File: src/include/adc_config_regs.svh
`ifndef ADC_CONFIG_REGS_SVH
`define ADC_CONFIG_REGS_SVH

// Pointer value that selects the operating setup store.
`define SETUP_POINTER 4'h2
// Operating setup store value loaded at power-up.
`define SETUP_RESET 8'h08

`define SETUP_UNUSED_TOP_BIT 7
`define SETUP_EXT_REF_BIT 6
`define SETUP_SECOND_INPUT_SELECT_BIT 5
`define SETUP_FIRST_INPUT_SELECT_BIT 4
`define SETUP_BUS_GLITCH_FILTER_ENABLE_BIT 3
`define SETUP_PIN_FN_HI_BIT 2
`define SETUP_PIN_FN_LO_BIT 1
`define SETUP_PIN_POLARITY_BIT 0

`define PIN_FN_NONE 2'h0
`define PIN_FN_BUSY 2'h1
`define PIN_FN_LIMIT 2'h2
`define PIN_FN_CLEAR 2'h3
`define PIN_FN_AFTER_CLEAR 2'h2

`define SEL_NONE 3'h0
`define SEL_FIRST_SUPPLY 3'h1
`define SEL_FIRST_EXTERNAL 3'h5
`define SEL_SECOND_SUPPLY 3'h2
`define SEL_ALTERNATE_SUPPLY 3'h3

// Glitch suppression span on the bus lines, and the clock period.
`define FILTER_SPAN_NS 50
`define CLK_PERIOD_NS 100
`define FILTER_CYCLES_RAW ((`FILTER_SPAN_NS) / (`CLK_PERIOD_NS))
`define FILTER_CYCLES ((`FILTER_CYCLES_RAW < 1) ? 1 : `FILTER_CYCLES_RAW)

`endif

File: src/include/adc_config_pkg.sv
package adc_config_pkg;

  typedef struct packed {
    logic strobe;
    logic first;
    logic [7:0] data;
  } bus_byte_type;

  typedef struct packed {
    logic active;
    logic second;
    logic ext_ref;
  } conv_ctl_type;

  typedef enum logic [2:0] {
    SEQ_OFF = 3'b001,
    SEQ_FIRST = 3'b010,
    SEQ_SECOND = 3'b100
  } seq_state_type;

  typedef struct packed {
    logic [3:0] pointer;
    logic data_taken;
    logic setup_wr;
    logic [7:0] setup_data;
  } router_state_type;

  typedef struct packed {
    seq_state_type state;
    conv_ctl_type ctl;
  } seq_reg_type;

  typedef struct packed {
    logic [7:0] setup;
    logic clear;
    logic pin_o;
    logic pin_oe;
    logic [1:0] meta;
    logic [1:0] sync;
    logic [1:0] filt;
    logic [1:0][1:0] cnt;
  } setup_state_type;

endpackage : adc_config_pkg

File: src/core/serial_byte_router.sv
`include "adc_config_regs.svh"

module serial_byte_router
  import adc_config_pkg::*;
(
  input wire logic clk,
  input wire logic nrst,
  input wire bus_byte_type bus_byte,
  output logic [3:0] pointer,
  output logic setup_wr,
  output logic [7:0] setup_data
);

  router_state_type state_q;
  router_state_type state_d;

  always_comb
  begin
    state_d = state_q;
    state_d.setup_wr = 1'b0;
    if (bus_byte.strobe)
    begin
      if (bus_byte.first)
      begin
        state_d.pointer = bus_byte.data[3:0];
        state_d.data_taken = 1'b0;
      end
      else if (!state_q.data_taken)
      begin
        // Only one data byte per write reaches the store; later ones drop.
        state_d.data_taken = 1'b1;
        if (state_q.pointer == `SETUP_POINTER)
        begin
          state_d.setup_wr = 1'b1;
          state_d.setup_data = bus_byte.data;
        end
      end
    end
  end

  always_ff @(posedge clk or negedge nrst)
  begin
    if (!nrst)
      state_q <= '0;
    else
      state_q <= state_d;
  end

  assign pointer = state_q.pointer;
  assign setup_wr = state_q.setup_wr;
  assign setup_data = state_q.setup_data;

endmodule : serial_byte_router

File: src/core/conversion_sequencer.sv
`include "adc_config_regs.svh"

module conversion_sequencer
  import adc_config_pkg::*;
(
  input wire logic clk,
  input wire logic nrst,
  input wire logic restart,
  input wire logic [2:0] select,
  input wire logic conv_done,
  output conv_ctl_type ctl
);

  seq_reg_type state_q;
  seq_reg_type state_d;

  always_comb
  begin
    state_d = state_q;
    if (restart)
    begin
      case (select)
        `SEL_FIRST_SUPPLY:
        begin
          state_d.state = SEQ_FIRST;
          state_d.ctl = '{active: 1'b1, second: 1'b0, ext_ref: 1'b0};
        end
        `SEL_FIRST_EXTERNAL:
        begin
          state_d.state = SEQ_FIRST;
          state_d.ctl = '{active: 1'b1, second: 1'b0, ext_ref: 1'b1};
        end
        `SEL_SECOND_SUPPLY:
        begin
          state_d.state = SEQ_SECOND;
          state_d.ctl = '{active: 1'b1, second: 1'b1, ext_ref: 1'b0};
        end
        `SEL_ALTERNATE_SUPPLY:
        begin
          state_d.state = SEQ_FIRST;
          state_d.ctl = '{active: 1'b1, second: 1'b0, ext_ref: 1'b0};
        end
        default:
        begin
          // Unlisted codes, including external reference with the second
          // input, leave the converter idle.
          state_d.state = SEQ_OFF;
          state_d.ctl = '0;
        end
      endcase
    end
    else if (conv_done && select == `SEL_ALTERNATE_SUPPLY)
    begin
      case (state_q.state)
        SEQ_FIRST:
        begin
          state_d.state = SEQ_SECOND;
          state_d.ctl.second = 1'b1;
        end
        SEQ_SECOND:
        begin
          state_d.state = SEQ_FIRST;
          state_d.ctl.second = 1'b0;
        end
        default:
        begin
          state_d.state = state_q.state;
        end
      endcase
    end
  end

  always_ff @(posedge clk or negedge nrst)
  begin
    if (!nrst)
    begin
      state_q.state <= SEQ_OFF;
      state_q.ctl <= '0;
    end
    else
      state_q <= state_d;
  end

  assign ctl = state_q.ctl;

endmodule : conversion_sequencer

File: src/core/adc_config_register.sv
`include "adc_config_regs.svh"

module adc_config_register
  import adc_config_pkg::*;
(
  input wire logic SYS_CLK,
  input wire logic NRST,
  input wire bus_byte_type BUS_BYTE,
  input wire logic SCL_IN,
  input wire logic SDA_IN,
  input wire logic CONV_BUSY,
  input wire logic LIMIT_ALERT,
  input wire logic CONV_DONE,
  output logic [3:0] POINTER,
  output logic [7:0] SETUP_READBACK,
  output conv_ctl_type CONV_CTL,
  output logic FILTER_ENABLE,
  output logic SCL_FILT,
  output logic SDA_FILT,
  output logic ALERT_CLEAR,
  output logic ALERT_BUSY_O,
  output logic ALERT_BUSY_OE
);

  localparam logic [1:0] FILTER_LAST = 2'(`FILTER_CYCLES - 1);

  setup_state_type state_q;
  setup_state_type state_d;
  logic setup_wr;
  logic [7:0] setup_data;
  logic [1:0] pin_fn;
  logic pin_active;

  serial_byte_router router_inst (
    .clk(SYS_CLK),
    .nrst(NRST),
    .bus_byte(BUS_BYTE),
    .pointer(POINTER),
    .setup_wr(setup_wr),
    .setup_data(setup_data)
  );

  // The sequencer sees the stored selection one cycle after the write, so
  // it restarts on setup_wr delayed one cycle by its own flop, restart_q.
  logic restart_q;

  always_ff @(posedge SYS_CLK or negedge NRST)
  begin
    if (!NRST)
      restart_q <= 1'b0;
    else
      restart_q <= setup_wr;
  end

  conversion_sequencer seq_inst (
    .clk(SYS_CLK),
    .nrst(NRST),
    .restart(restart_q),
    .select(state_q.setup[`SETUP_EXT_REF_BIT:`SETUP_FIRST_INPUT_SELECT_BIT]),
    .conv_done(CONV_DONE),
    .ctl(CONV_CTL)
  );

  always_comb
  begin
    state_d = state_q;
    state_d.clear = 1'b0;
    // Store update; bit 7 is kept only so that it reads back.
    if (setup_wr)
    begin
      state_d.setup = setup_data;
      if (setup_data[`SETUP_PIN_FN_HI_BIT:`SETUP_PIN_FN_LO_BIT] ==
          `PIN_FN_CLEAR)
      begin
        state_d.clear = 1'b1;
        state_d.setup[`SETUP_PIN_FN_HI_BIT:`SETUP_PIN_FN_LO_BIT] =
          `PIN_FN_AFTER_CLEAR;
      end
    end
    // Bus lines come from pins: two flops before anything reads them.
    state_d.meta = {SDA_IN, SCL_IN};
    state_d.sync = state_q.meta;
    for (int i = 0; i < 2; i++)
    begin
      if (!state_q.setup[`SETUP_BUS_GLITCH_FILTER_ENABLE_BIT])
      begin
        state_d.filt[i] = state_q.sync[i];
        state_d.cnt[i] = 2'h0;
      end
      else if (state_q.sync[i] != state_q.filt[i])
      begin
        // A level must persist the full span before it is passed on.
        if (state_q.cnt[i] >= FILTER_LAST)
        begin
          state_d.filt[i] = state_q.sync[i];
          state_d.cnt[i] = 2'h0;
        end
        else
          state_d.cnt[i] = state_q.cnt[i] + 2'h1;
      end
      else
        state_d.cnt[i] = 2'h0;
    end
    // Output pin: function from bits 2:1, polarity from bit 0.
    pin_fn = state_q.setup[`SETUP_PIN_FN_HI_BIT:`SETUP_PIN_FN_LO_BIT];
    case (pin_fn)
      `PIN_FN_BUSY:
        pin_active = CONV_BUSY;
      `PIN_FN_LIMIT:
        pin_active = LIMIT_ALERT && !state_q.clear;
      default:
        pin_active = 1'b0;
    endcase
    state_d.pin_oe = (pin_fn == `PIN_FN_BUSY) || (pin_fn == `PIN_FN_LIMIT);
    if (state_q.setup[`SETUP_PIN_POLARITY_BIT])
      state_d.pin_o = pin_active;
    else
      state_d.pin_o = !pin_active;
  end

  always_ff @(posedge SYS_CLK or negedge NRST)
  begin
    if (!NRST)
    begin
      state_q <= '0;
      state_q.setup <= `SETUP_RESET;
      state_q.pin_o <= 1'b1;
      state_q.meta <= 2'h3;
      state_q.sync <= 2'h3;
      state_q.filt <= 2'h3;
    end
    else
      state_q <= state_d;
  end

  assign SETUP_READBACK = state_q.setup;
  assign FILTER_ENABLE = state_q.setup[`SETUP_BUS_GLITCH_FILTER_ENABLE_BIT];
  assign SCL_FILT = state_q.filt[0];
  assign SDA_FILT = state_q.filt[1];
  assign ALERT_CLEAR = state_q.clear;
  assign ALERT_BUSY_O = state_q.pin_o;
  assign ALERT_BUSY_OE = state_q.pin_oe;

endmodule : adc_config_register

File: config.mk
export PLATFORM = sky130hd
export DESIGN_NAME = adc_config_register
export DESIGN_NICKNAME = d
export VERILOG_FILES = /design/src/include/adc_config_pkg.sv /design/src/core/serial_byte_router.sv /design/src/core/conversion_sequencer.sv /design/src/core/adc_config_register.sv
export VERILOG_INCLUDE_DIRS = /design/src /design/src/include
export SDC_FILE = /design/constraint.sdc
export NUM_CORES = 1
export LEC_CHECK = 0
export BUFFER_PORTS_ARGS = -buffer_cell sky130_fd_sc_hd__buf_4
export CORE_ASPECT_RATIO = 1.5
export CORE_UTILIZATION = 35
export CTS_CLUSTER_SIZE = 28
export DETAILED_ROUTE_END_ITERATION = 16
export GPL_ROUTABILITY_DRIVEN = 0
export PLACE_DENSITY = 0.52
export RECOVER_POWER = 50
export SYNTH_ARGS = -nofsm -noshare
export SYNTH_HDL_FRONTEND = slang
export SYNTH_SLANG_ARGS = --single-unit
export TNS_END_PERCENT = 10
File: constraint.sdc
create_clock -name SYS_CLK -period 2.55 [get_ports SYS_CLK]
set_input_delay 0.1275 -clock SYS_CLK [delete_from_list [all_inputs] [get_ports SYS_CLK]]
set_output_delay 0.1275 -clock SYS_CLK [all_outputs]
set_load 0.005 [all_outputs]
### Yosys cells after proc, flatten, opt, wreduce, memory -nomap -nowiden

Cells that the tools add are included.

* register bits after elaboration: 42
* input port bits: 17
* output and inout port bits: 21
* word-level logic and storage cells: 83

* $add $sub $neg: 2
* order comparisons: 2
* equal/unequal tests: 16
* multiplexer cells: 29
* bitwise operators: 2
* reductions and logical operators: 13

Operators with widths (number)
* 9-bit 2-to-1 mux: 4
* 6-bit one-hot mux with 3 select lines: 1
* 2-bit 2-to-1 mux: 7
* 1-bit 2-to-1 mux: 12
* 3-bit by 2-bit equality test with 1-bit output (second input constant): 3
* 2-bit by 1-bit != test with 1-bit output (second input constant): 4
* 2-bit AND reduction: 4
* 3-bit equality test (second input constant): 2
* 3-bit 2-to-1 mux: 2
* 3-bit one-hot mux with 2 select lines: 1
* 2-bit by 1-bit adder with 2-bit output (second input constant): 2
* 2-bit equality test (second input constant): 2
* 4-bit by 2-bit equality test with 1-bit output (second input constant): 1
* 2-bit by 1-bit greater-or-equal comparator with 1-bit output (second input constant): 2
* 1-bit one-hot mux with 2 select lines: 2
* 4-bit AND reduction: 1
* 3-bit by 1-bit equality test with 1-bit output (second input constant): 1
* 3-bit nonzero test: 1
* 2-bit by 1-bit equality test with 1-bit output (second input constant): 1
* 1-bit logical AND: 2
* 1-bit logical NOT: 2
* 1-bit != test: 2
* 1-bit inverter: 2
* 2-bit nonzero test: 1
* 2 further kinds: 2

### Longest topological paths before layout

Gate-level depths: netlist of the first run.

* word-level depth: 5
* gate-level depth with buffers: 5
* mapped depth without buffers: 5

### By module

A second synthesis of the first run with hierarchy kept.

* cells, all modules: 118
* area total of the unflattened synthesis: 1624.1 um^2

Modules (own cells, without submodules)
* adc_config_register: times used 1, cells each 42, area an instance 666.9 um^2, seq. area each 460.4 um^2
* serial_byte_router: times used 1, cells each 45, area an instance 666.9 um^2, seq. area each 350.3 um^2
* conversion_sequencer: times used 1, cells each 31, area an instance 290.3 um^2, seq. area each 126.4 um^2

### Worst setup path before layout of the first run

OpenSTA, ideal clock, no wires.

* path kind: register -> register
* from: reg router_inst.state_q, in the netlist router_inst.pointer[2]
* to: reg router_inst.state_q, in the netlist router_inst.setup_data[0]
* library setup time: 0.125 ns
* data arrival time: 1.080 ns
* data required time: 2.425 ns
* slack: 1.345 ns
* stages on the path, launching flop included: 4
* buffers on the path: 0
* period minus slack after synthesis: 1.205 ns
* path through: dfrtp_1 -> and4bb_1 -> nand2_4 -> mux2_4

* word-level cells in the longest chain between the ends: 2

RTL lines
* start, declared: line serial_byte_router.sv:14 `router_state_type state_q;`
* start signal, assigned: line serial_byte_router.sv:46 `state_q <= state_d;`
* 4-bit by 2-bit equality test with 1-bit output (no source line)
* 4-bit AND reduction (no source line)

No other way between the ends.
A chain may end at the register's enable or synchronous reset.

### Worst setup path in the final report of the first run

* from: reg router_inst.state_q, in the netlist router_inst.pointer[2]
* to: reg router_inst.state_q, in the netlist router_inst.setup_data[6]

The elaborated chain is that of the path after synthesis.

==> flow_summary.yaml, run 1 <==
outcome:
  run_status: "finished, final reports clean"
place:
  place_inst: 182
  dp_hpwl_um: 1820
  portBuffers: 37
synthesis:
  async_flop_share: 1.00
  synthCells: 111
  ys.flop_type: "dfrtp_1"
  syn_avg_cell_area_um2: 13.8
  synth_cell_type_count: 29
  yosys_warnings: 0
  synth-adder-area-share: 0.0163
  ys_seq_elements: 37
  yosysMostFrequentCell: "dfrtp_1"
  synth_xor_area_frac: 0.00570
  synth_mux_area_frac: 0.158
  yosysTopAreaCellShare: 0.456
  synth_area_um2: 1540
  ys_seq_area_frac: 0.610
  synth-compound-area-share: 0.0350
  syn_nets: 130
  synth_top_family_by_area: "multiplexers"
  synth_simple_gate_area_frac: 0.107
  yosysTopAreaCell: "dfrtp_1"
  synth_area_leaders: "dfrtp_1 (46%), dfstp_2 (15%), mux2_4 (7.8%), mux2_2 (7.3%), buf_4 (3.9%)"
  synth_common_cells: "dfrtp_1 (28), mux2_2 (10), dfstp_2 (9)"
  synth-edff-count: 0
sta:
  min_period_ns: 1.27
  setup_viol: 0
  period_share: 0.499
  drv_slew: 0
  worst_slew_pin_slew_ns: 0.447
  hold_viol: 0
  skew_ns: 0.00441
  relSlewSlack: 0.702
  fin_setup_tns_ns: 0
  rsz0062_at_grt: "false"
  max_freq_mhz: 786
route:
  viasPerCell: 4.68
  first_pass_iters: 3
  routed_wl_um: 2480
  antenna_left: 0
  drtIter0Drc: 23
  route.detailed.drc: 0
  vias: 904
  routedWlPerCell_um: 12.8
layout:
  post-route-util: 0.453
  fin_nets: 165
  areaGrowthSynthToFinish_pct: 24.1
  instances_no_fill: 193
  layout-drive-gt1-share: 0.497
  nFillCells: 424
  num_antenna_cells: 0
global_route:
  grt_pass1_vias: 902
  grt_first_pass_wirelength_um: 4230
  overflow: 0
  grt_antenna_before_repair: 0
  grt_start_max_net_pins: 38
  grt_use_total: 0.121
run:
  max_cap_viol_count: 0
power:
  ir_worst_vdd_mv: 0.539
  power_per_cell_area_nw_per_um2: 690
  p_leak_nw: 0.956
  total_power_w: 0.00132
clock_network:
  cts_htree_levels: 2
  path_clk_slew_ns: 0.07
  root_buffer: "clkbuf_8"
  cts_resized: 0
  cts.sinks: 37
  cts_made_buffers: 5
  clk_latency_ns: 0.28
  cts_tree: "yes"
  cts_buffer_depth: 2
floorplan:
  initial_utilization: 0.365
  fp.coreArea_um2: 4210
  chipWidth_um: 56.1
  rows: 29
  dieHeight_um: 83.1
  die_area_um2: 4660
  boundaryPins: 38
critical_path:
  cp-end-kind: "flip-flop"
  cp_max_fo: 9
  critPathArrivalTime_ns: 1.44
  crit_required_ns: 2.71
  path_class: "reg2reg"
  start_kind: "flip-flop"
hold_path:
  hold_class: "in2reg"
where the power goes:
group          internal (W)  total (W)  leakage, nW  switching, W
registers          0.000676   0.000734        0.457     0.0000576
clock network      0.000189   0.000379       0.0450      0.000190
logic              0.000140   0.000202        0.454     0.0000621
total               0.00101    0.00132        0.956      0.000310
path summary, 6_finish.rpt:
path,from,to,slack [ns],cells past startpoint
min reg2reg,state_d[7],state_q[7],0.36,0
min,BUS_BYTE[9],router_inst.state_q[9],0.05,2
max in group asynchronous,NRST,SCL_FILT,1.87,2
max reg2reg,router_inst.pointer[2],router_inst.setup_data[6],1.28,3
max,router_inst.pointer[2],router_inst.setup_data[6],1.28,3
min in group asynchronous,NRST,ALERT_BUSY_OE,0.33,2
critical path, stage by stage (launching register included):
cell	delay (ns)
dfrtp_1	0.39
and4bb_1	0.32
nand2_4	0.13
mux2_4	0.32
area by class of cell:
cell class | count | area (µm²) | share of cell area
flip-flops and latches | 37 | 937 | 0.492
well taps | 46 | 57.6 | 0.0302
clock buffers | 6 | 72.6 | 0.0381
clock inverters | 2 | 10.0 | 0.00525
multi-input cells | 55 | 494 | 0.259
inverters | 7 | 26.3 | 0.0138
repair buffers | 40 | 308 | 0.162
metal layers:
| layer | GRT usage | share of wire | wire [µm] |
|---|---|---|---|
| met5 | 0 | 0 | 0 |
| met1 | 0.143 | 0.41 | 1010 |
| met3 | 0.0421 | 0.055 | 136 |
| met2 | 0.190 | 0.51 | 1270 |
| met4 | 0.0665 | 0.024 | 60 |
cell usage in the layout, fill, tap and decap left out, drive strengths merged:
cell         count
a21oi            2
a32oi            1
and3             1
and3b            1
and4bb           1
buf             35
clkbuf           8
clkinv           2
dfrtp           28
dfstp            9
dlygate4sd3      3
ha               2
inv              7
mux2            18
mux2i            1
nand2            7
nand2b           1
nand3            4
nand3b           3
nand4b           1
nor2b            3
nor3             1
nor4bb           1
o211ai           1
o21a             1
o21ai            4
xnor2            1
repair_timing:
action / in CTS / in global routing
hold buffers: 3 / 0
setup buffers: 0 / 0
endpoints found under the hold margin: 30 / 0
stage by stage:
stage	worst slack, ns	hold slack [ns]	area (µm²)
6_report	1.28	0.0458	1910
5_1_grt	1.22	0.0423	1910
4_1_cts	1.26	0.0368	1910
3_5_place_dp	1.28	0.109	1790
3_3_place_gp	1.31	0.104	1790
2_1_floorplan	1.35	-0.168	1540
kinds of logic (layout without fill, tap and decap cells):
logic type      count (synthesis)  after routing
flops                          37             37
fa+ha+maj                       2              2
compound gates                  9              9
mux                            19             19
buf+inv                        19             55
xor+xnor                        1              1
simple gates                   24             24
sequential cells by signal (all words and copies together) (netlist names), 2 cells and up:
signal and count:
seq_inst.ctl 3, router_inst.pointer 4, SETUP_READBACK 8, state_d 2
state_q 2, seq_inst.state_q 2, router_inst.setup_data 8
No activity file was read; power rests on OpenSTA's default activity.
==> inputs of run 2 (changes only) <==
PLACE_DENSITY = 0.54   (was 0.52)
clock period = 1.05 ns   (was 2.55 ns; I/O delays follow)
==> flow_summary.yaml, run 2 (synthesis results as in run 1) <==
floorplan:
  initial_utilization: 0.365
  die_area_um2: 4660
  rows: 29
  fp.coreArea_um2: 4210
  boundaryPins: 38
  chipWidth_um: 56.1
  dieHeight_um: 83.1
global_route:
  grt_first_pass_wirelength_um: 4330
  overflow: 0
  grt_start_max_net_pins: 38
  grt_antenna_before_repair: 0
  grt_pass1_vias: 992
  grt_use_total: 0.121
clock_network:
  cts_htree_levels: 2
  cts.sinks: 37
  cts_buffer_depth: 2
  cts_made_buffers: 5
  cts_tree: "yes"
  clk_latency_ns: 0.28
  root_buffer: "clkbuf_8"
  path_clk_slew_ns: 0.07
critical_path:
  crit_required_ns: 1.21
  start_kind: "flip-flop"
  cp_max_fo: 9
  critPathArrivalTime_ns: 1.42
  path_class: "reg2reg"
  cp-end-kind: "flip-flop"
power:
  ir_worst_vdd_mv: 1.36
  total_power_w: 0.00378
  power_per_cell_area_nw_per_um2: 1780
  p_leak_nw: 1.06
layout:
  fin_nets: 183
  layout-drive-gt1-share: 0.503
  layout_commonest_cell: "buf_4"
  instances_no_fill: 211
  areaGrowthSynthToFinish_pct: 38.1
  layout_common_cells: "buf_4 (42), dfrtp_1 (28), dlygate4sd3_1 (13)"
  num_antenna_cells: 0
  post-route-util: 0.504
  nFillCells: 389
outcome:
  violations: "setup timing"
  run_status: "finished with violations"
place:
  place_inst: 190
  dp_hpwl_um: 1890
  place_ws_ns: -0.220
  portBuffers: 37
sta:
  skew_ns: 0.00842
  min_period_ns: 1.26
  relSlewSlack: 0.665
  fin_setup_tns_ns: -1.58
  setup_ws_ns: -0.208
  setup_viol: 9
  max_freq_mhz: 795
  period_share: 1.20
  hold_viol: 0
  drv_slew: 0
  worst_slew_pin_slew_ns: 0.502
  rsz0062_at_grt: "true"
route:
  routed_wl_um: 2650
  viasPerCell: 4.78
  route.detailed.drc: 0
  vias: 1008
  antenna_left: 0
  first_pass_iters: 4
  drtIter0Drc: 19
  routedWlPerCell_um: 12.5
run:
  max_cap_viol_count: 0
hold_path:
  hold_class: "in2reg"
[run 2: cell types whose count changed in the layout (fill, tap and decap cells not counted)]
cell / previous run / this run
buf_4: 35 / 42
clkbuf_1: 1 / 0
bufinv_16: 0 / 2
dlygate4sd3_1: 3 / 13
a21oi_2: 0 / 1
a21oi_1: 2 / 1
clkinv_2: 2 / 1
clkbuf_4: 2 / 3
[run 2: final timing paths]
check	end	cells after the start	startpoint	slack [ns]
hold / removal	ALERT_BUSY_O	4	CONV_BUSY	0.12
max in group asynchronous	state_q[7]	2	NRST	0.38
min in group asynchronous	ALERT_BUSY_OE	2	NRST	0.30
setup / recovery	router_inst.setup_data[6]	3	router_inst.pointer[3]	-0.21
hold reg to reg	SDA_FILT	0	state_q[7]	0.35
setup reg to reg	router_inst.setup_data[6]	3	router_inst.pointer[3]	-0.21
[run 2: area by class of cell]
cell class | count | area (µm²) | area share
flip-flops and latches | 37 | 937 | 0.442
clock buffers | 5 | 68.8 | 0.0324
inverters | 7 | 26.3 | 0.0124
clock inverters | 3 | 65.1 | 0.0307
multi-input cells | 55 | 498 | 0.235
well taps | 46 | 57.6 | 0.0271
repair buffers | 58 | 468 | 0.221
[run 2: power breakdown]
| group | switching [W] | leakage, nW | internal, W |
|---|---|---|---|
| Combinational | 0.000176 | 0.535 | 0.000403 |
| Sequential | 0.000129 | 0.457 | 0.00164 |
| Clock | 0.000485 | 0.0681 | 0.000943 |
[run 2: critical path, stage by stage, from the launching register on]
cell	delay, ns
dfrtp_1	0.37
and4bb_1	0.32
nand2_4	0.13
mux2_4	0.32
[run 2: per-stage QoR]
| stage | instance area, µm² | hold slack [ns] |
|---|---|---|
| after floorplan | 1540 | -0.243 |
| after global placement | 1850 | 0.0304 |
| after detailed placement | 1850 | 0.0416 |
| after CTS | 2060 | 0.000135 |
| after global routing | 2120 | 0.135 |
| final | 2120 | 0.122 |
[run 2: routing by layer]
layer | GRT usage | up-vias | wire [µm] | part of all wire
met5 | 0 | - | 0 | 0
met4 | 0.0599 | 0 | 56 | 0.021
met3 | 0.0421 | 5 | 114 | 0.043
met2 | 0.201 | 27 | 1450 | 0.55
met1 | 0.136 | 504 | 1030 | 0.39
li1 | - | 472 | - | -
[run 2: repair_timing]
| action | in CTS | in global routing |
|---|---|---|
| pin swaps | 2 | 0 |
| hold endpoints to repair | 33 | 7 |
| gates resized for setup | 2 | 0 |
| setup buffers | 0 | 0 |
| hold buffers | 7 | 6 |
| setup endpoints to repair | 13 | 11 |
==> inputs of run 3 (changes only) <==
ABC_AREA = 1   (was not set)
==> flow_summary.yaml, run 3 <==
synthesis:
  synth_top_family_by_area: "simple AND/OR/NAND/NOR gates"
  syn_nets: 180
  ys.flop_type: "dfrtp_1"
  yosysTopAreaCellShare: 0.450
  synth-edff-count: 0
  synth_mux_area_frac: 0.0145
  synth_xor_area_frac: 0.00563
  synth_common_cells: "nand2_1 (53), dfrtp_1 (28), nand3_1 (17)"
  synth_area_leaders: "dfrtp_1 (45%), dfstp_2 (15%), nand2_1 (13%), nand3_1 (5.5%), buf_4 (3.9%)"
  yosysMostFrequentCell: "nand2_1"
  synth_simple_gate_area_frac: 0.249
  synth-compound-area-share: 0.0354
  synth_cell_type_count: 22
  yosysTopAreaCell: "dfrtp_1"
  synthCells: 161
  ys_seq_elements: 37
  ys_seq_area_frac: 0.602
  synth-adder-area-share: 0.0161
  yosys_warnings: 0
  async_flop_share: 1.00
  syn_avg_cell_area_um2: 9.67
  synth_area_um2: 1560
layout:
  layout_commonest_cell: "nand2_1"
  fin_nets: 236
  layout-drive-gt1-share: 0.385
  multi_input_area_um2: 533
  layout_common_cells: "nand2_1 (52), buf_4 (43), dfrtp_1 (28)"
  seq_area_um2: 937
  num_antenna_cells: 0
  nFillCells: 412
  areaGrowthSynthToFinish_pct: 40.8
  final_cell_area_um2: 2190
outcome:
  violations: "setup timing"
  run_status: "finished with violations"
sta:
  drv_slew: 0
  rsz0062_at_grt: "true"
  period_share: 1.02
  setup_viol: 8
  hold_viol: 0
  fin_setup_tns_ns: -0.125
  min_period_ns: 1.07
  worst_slew_pin_slew_ns: 0.863
  relSlewSlack: 0.425
  max_freq_mhz: 933
  skew_ns: 0.00522
  setup_ws_ns: -0.0221
critical_path:
  crit_required_ns: 1.28
  cp_max_fo: 4
  path_class: "reg2reg"
  critPathArrivalTime_ns: 1.30
  cp-end-kind: "flip-flop"
  start_kind: "flip-flop"
place:
  portBuffers: 37
  place_area_um2: 1880
  dp_hpwl_um: 2130
  place_ws_ns: -0.0418
floorplan:
  fp.coreArea_um2: 4250
  initial_utilization: 0.367
  dieHeight_um: 83.7
  rows: 29
  die_area_um2: 4720
  chipWidth_um: 56.5
  boundaryPins: 38
route:
  routedWlPerCell_um: 11.0
  drtIter0Drc: 31
  viasPerCell: 4.58
  first_pass_iters: 4
  route.detailed.drc: 0
  antenna_left: 0
  routed_wl_um: 2900
  vias: 1209
power:
  power_per_cell_area_nw_per_um2: 1740
  p_leak_nw: 1.14
  ir_worst_vdd_mv: 1.31
global_route:
  grt_start_max_net_pins: 38
  grt_first_pass_wirelength_um: 4930
  grt_antenna_before_repair: 0
  grt_use_total: 0.135
  overflow: 0
  grt_pass1_vias: 1197
clock_network:
  cts_buffer_depth: 2
  path_clk_slew_ns: 0.07
  cts_htree_levels: 2
  cts_tree: "yes"
  cts_made_buffers: 5
  root_buffer: "clkbuf_8"
  cts.sinks: 37
  clk_latency_ns: 0.28
run:
  max_cap_viol_count: 0
hold_path:
  hold_class: "in2reg"
## run 3: cell count changes after synthesis, sizes merged, moves of 3 or more
cell,before,now
inv,7,12
mux2,18,2
nor2b,3,0
nand3,4,17
nor2,0,8
nand2,7,55
o21ai,4,7
## run 3: what timing repair did
action | in CTS | in global routing
endpoints found under the setup margin | 9 | 13
buffers inserted | 3 | 1
hold endpoints to repair | 37 | 1
gates cloned | 1 | 0
resized for setup | 6 | 8
pin swaps | 10 | 8
hold buffers | 9 | 1
## run 3: path summary, 6_finish.rpt
check | start | endpoint | slack, ns | cells after the start
setup / recovery | router_inst.pointer[2] | router_inst.setup_data[0] | -0.02 | 5
setup reg to reg | router_inst.pointer[2] | router_inst.setup_data[0] | -0.02 | 5
min in group asynchronous | NRST | router_inst.state_q[9] | 0.41 | 2
hold reg to reg | state_q[6] | SCL_FILT | 0.36 | 0
max in group asynchronous | NRST | router_inst.pointer[1] | 0.10 | 2
hold / removal | BUS_BYTE[1] | router_inst.pointer[1] | 0.001 | 3
## run 3: layout make-up
cell class                      count  area share
Clock buffer                        5      0.0314
Tap cell                           46      0.0263
Inverter                           13      0.0240
Timing Repair Buffer               59       0.218
Clock inverter                      3      0.0297
Multi-Input combinational cell    101       0.243
Sequential cell                    37       0.428
## run 3: cell families after synthesis
group	Yosys count
buffers and inverters	24
flip-flops	37
XOR/XNOR	1
multiplexers	2
AND/OR/NAND/NOR	85
AO/OA/AOI/OAI	10
adder cells (fa/ha/maj)	2
## run 3: metrics by stage
stage | cells | util | total power [W] | hold WS, ns
3_5_place_dp | 241 | 0.443 | 0.00235 | 0.0343
4_1_cts | 262 | 0.508 | 0.00386 | 0.000134
3_3_place_gp | 241 | 0.443 | 0.00234 | 0.0277
2_1_floorplan | 161 | - | 0.00208 | -0.243
6_report | 264 | 0.516 | 0.00381 | 0.00127
5_1_grt | 264 | 0.516 | 0.00401 | 0.00865
## run 3: worst max-delay path, stage by stage (launching register included)
cell,delay [ns]
dfrtp_1,0.41
nor3b_4,0.21
buf_6,0.15
buf_6,0.11
nand3_1,0.08
nand2_1,0.06
## run 3: report_power, final
part	internal, W	switching, W	total (W)	leakage, nW
Sequential	0.00165	0.000126	0.00178	0.468
Combinational	0.000335	0.000276	0.000611	0.604
Clock	0.000943	0.000483	0.00143	0.0681
## run 3: metal layers
metal  vias to the layer above  share of wire  GRT usage  wire length [µm]
met5                         -              0          0                 0
met3                         5          0.046     0.0419               132
li1                        612              -          -                 -
met2                        32           0.56      0.244              1610
met1                       560           0.38      0.138              1100
met4                         0          0.019     0.0643                55
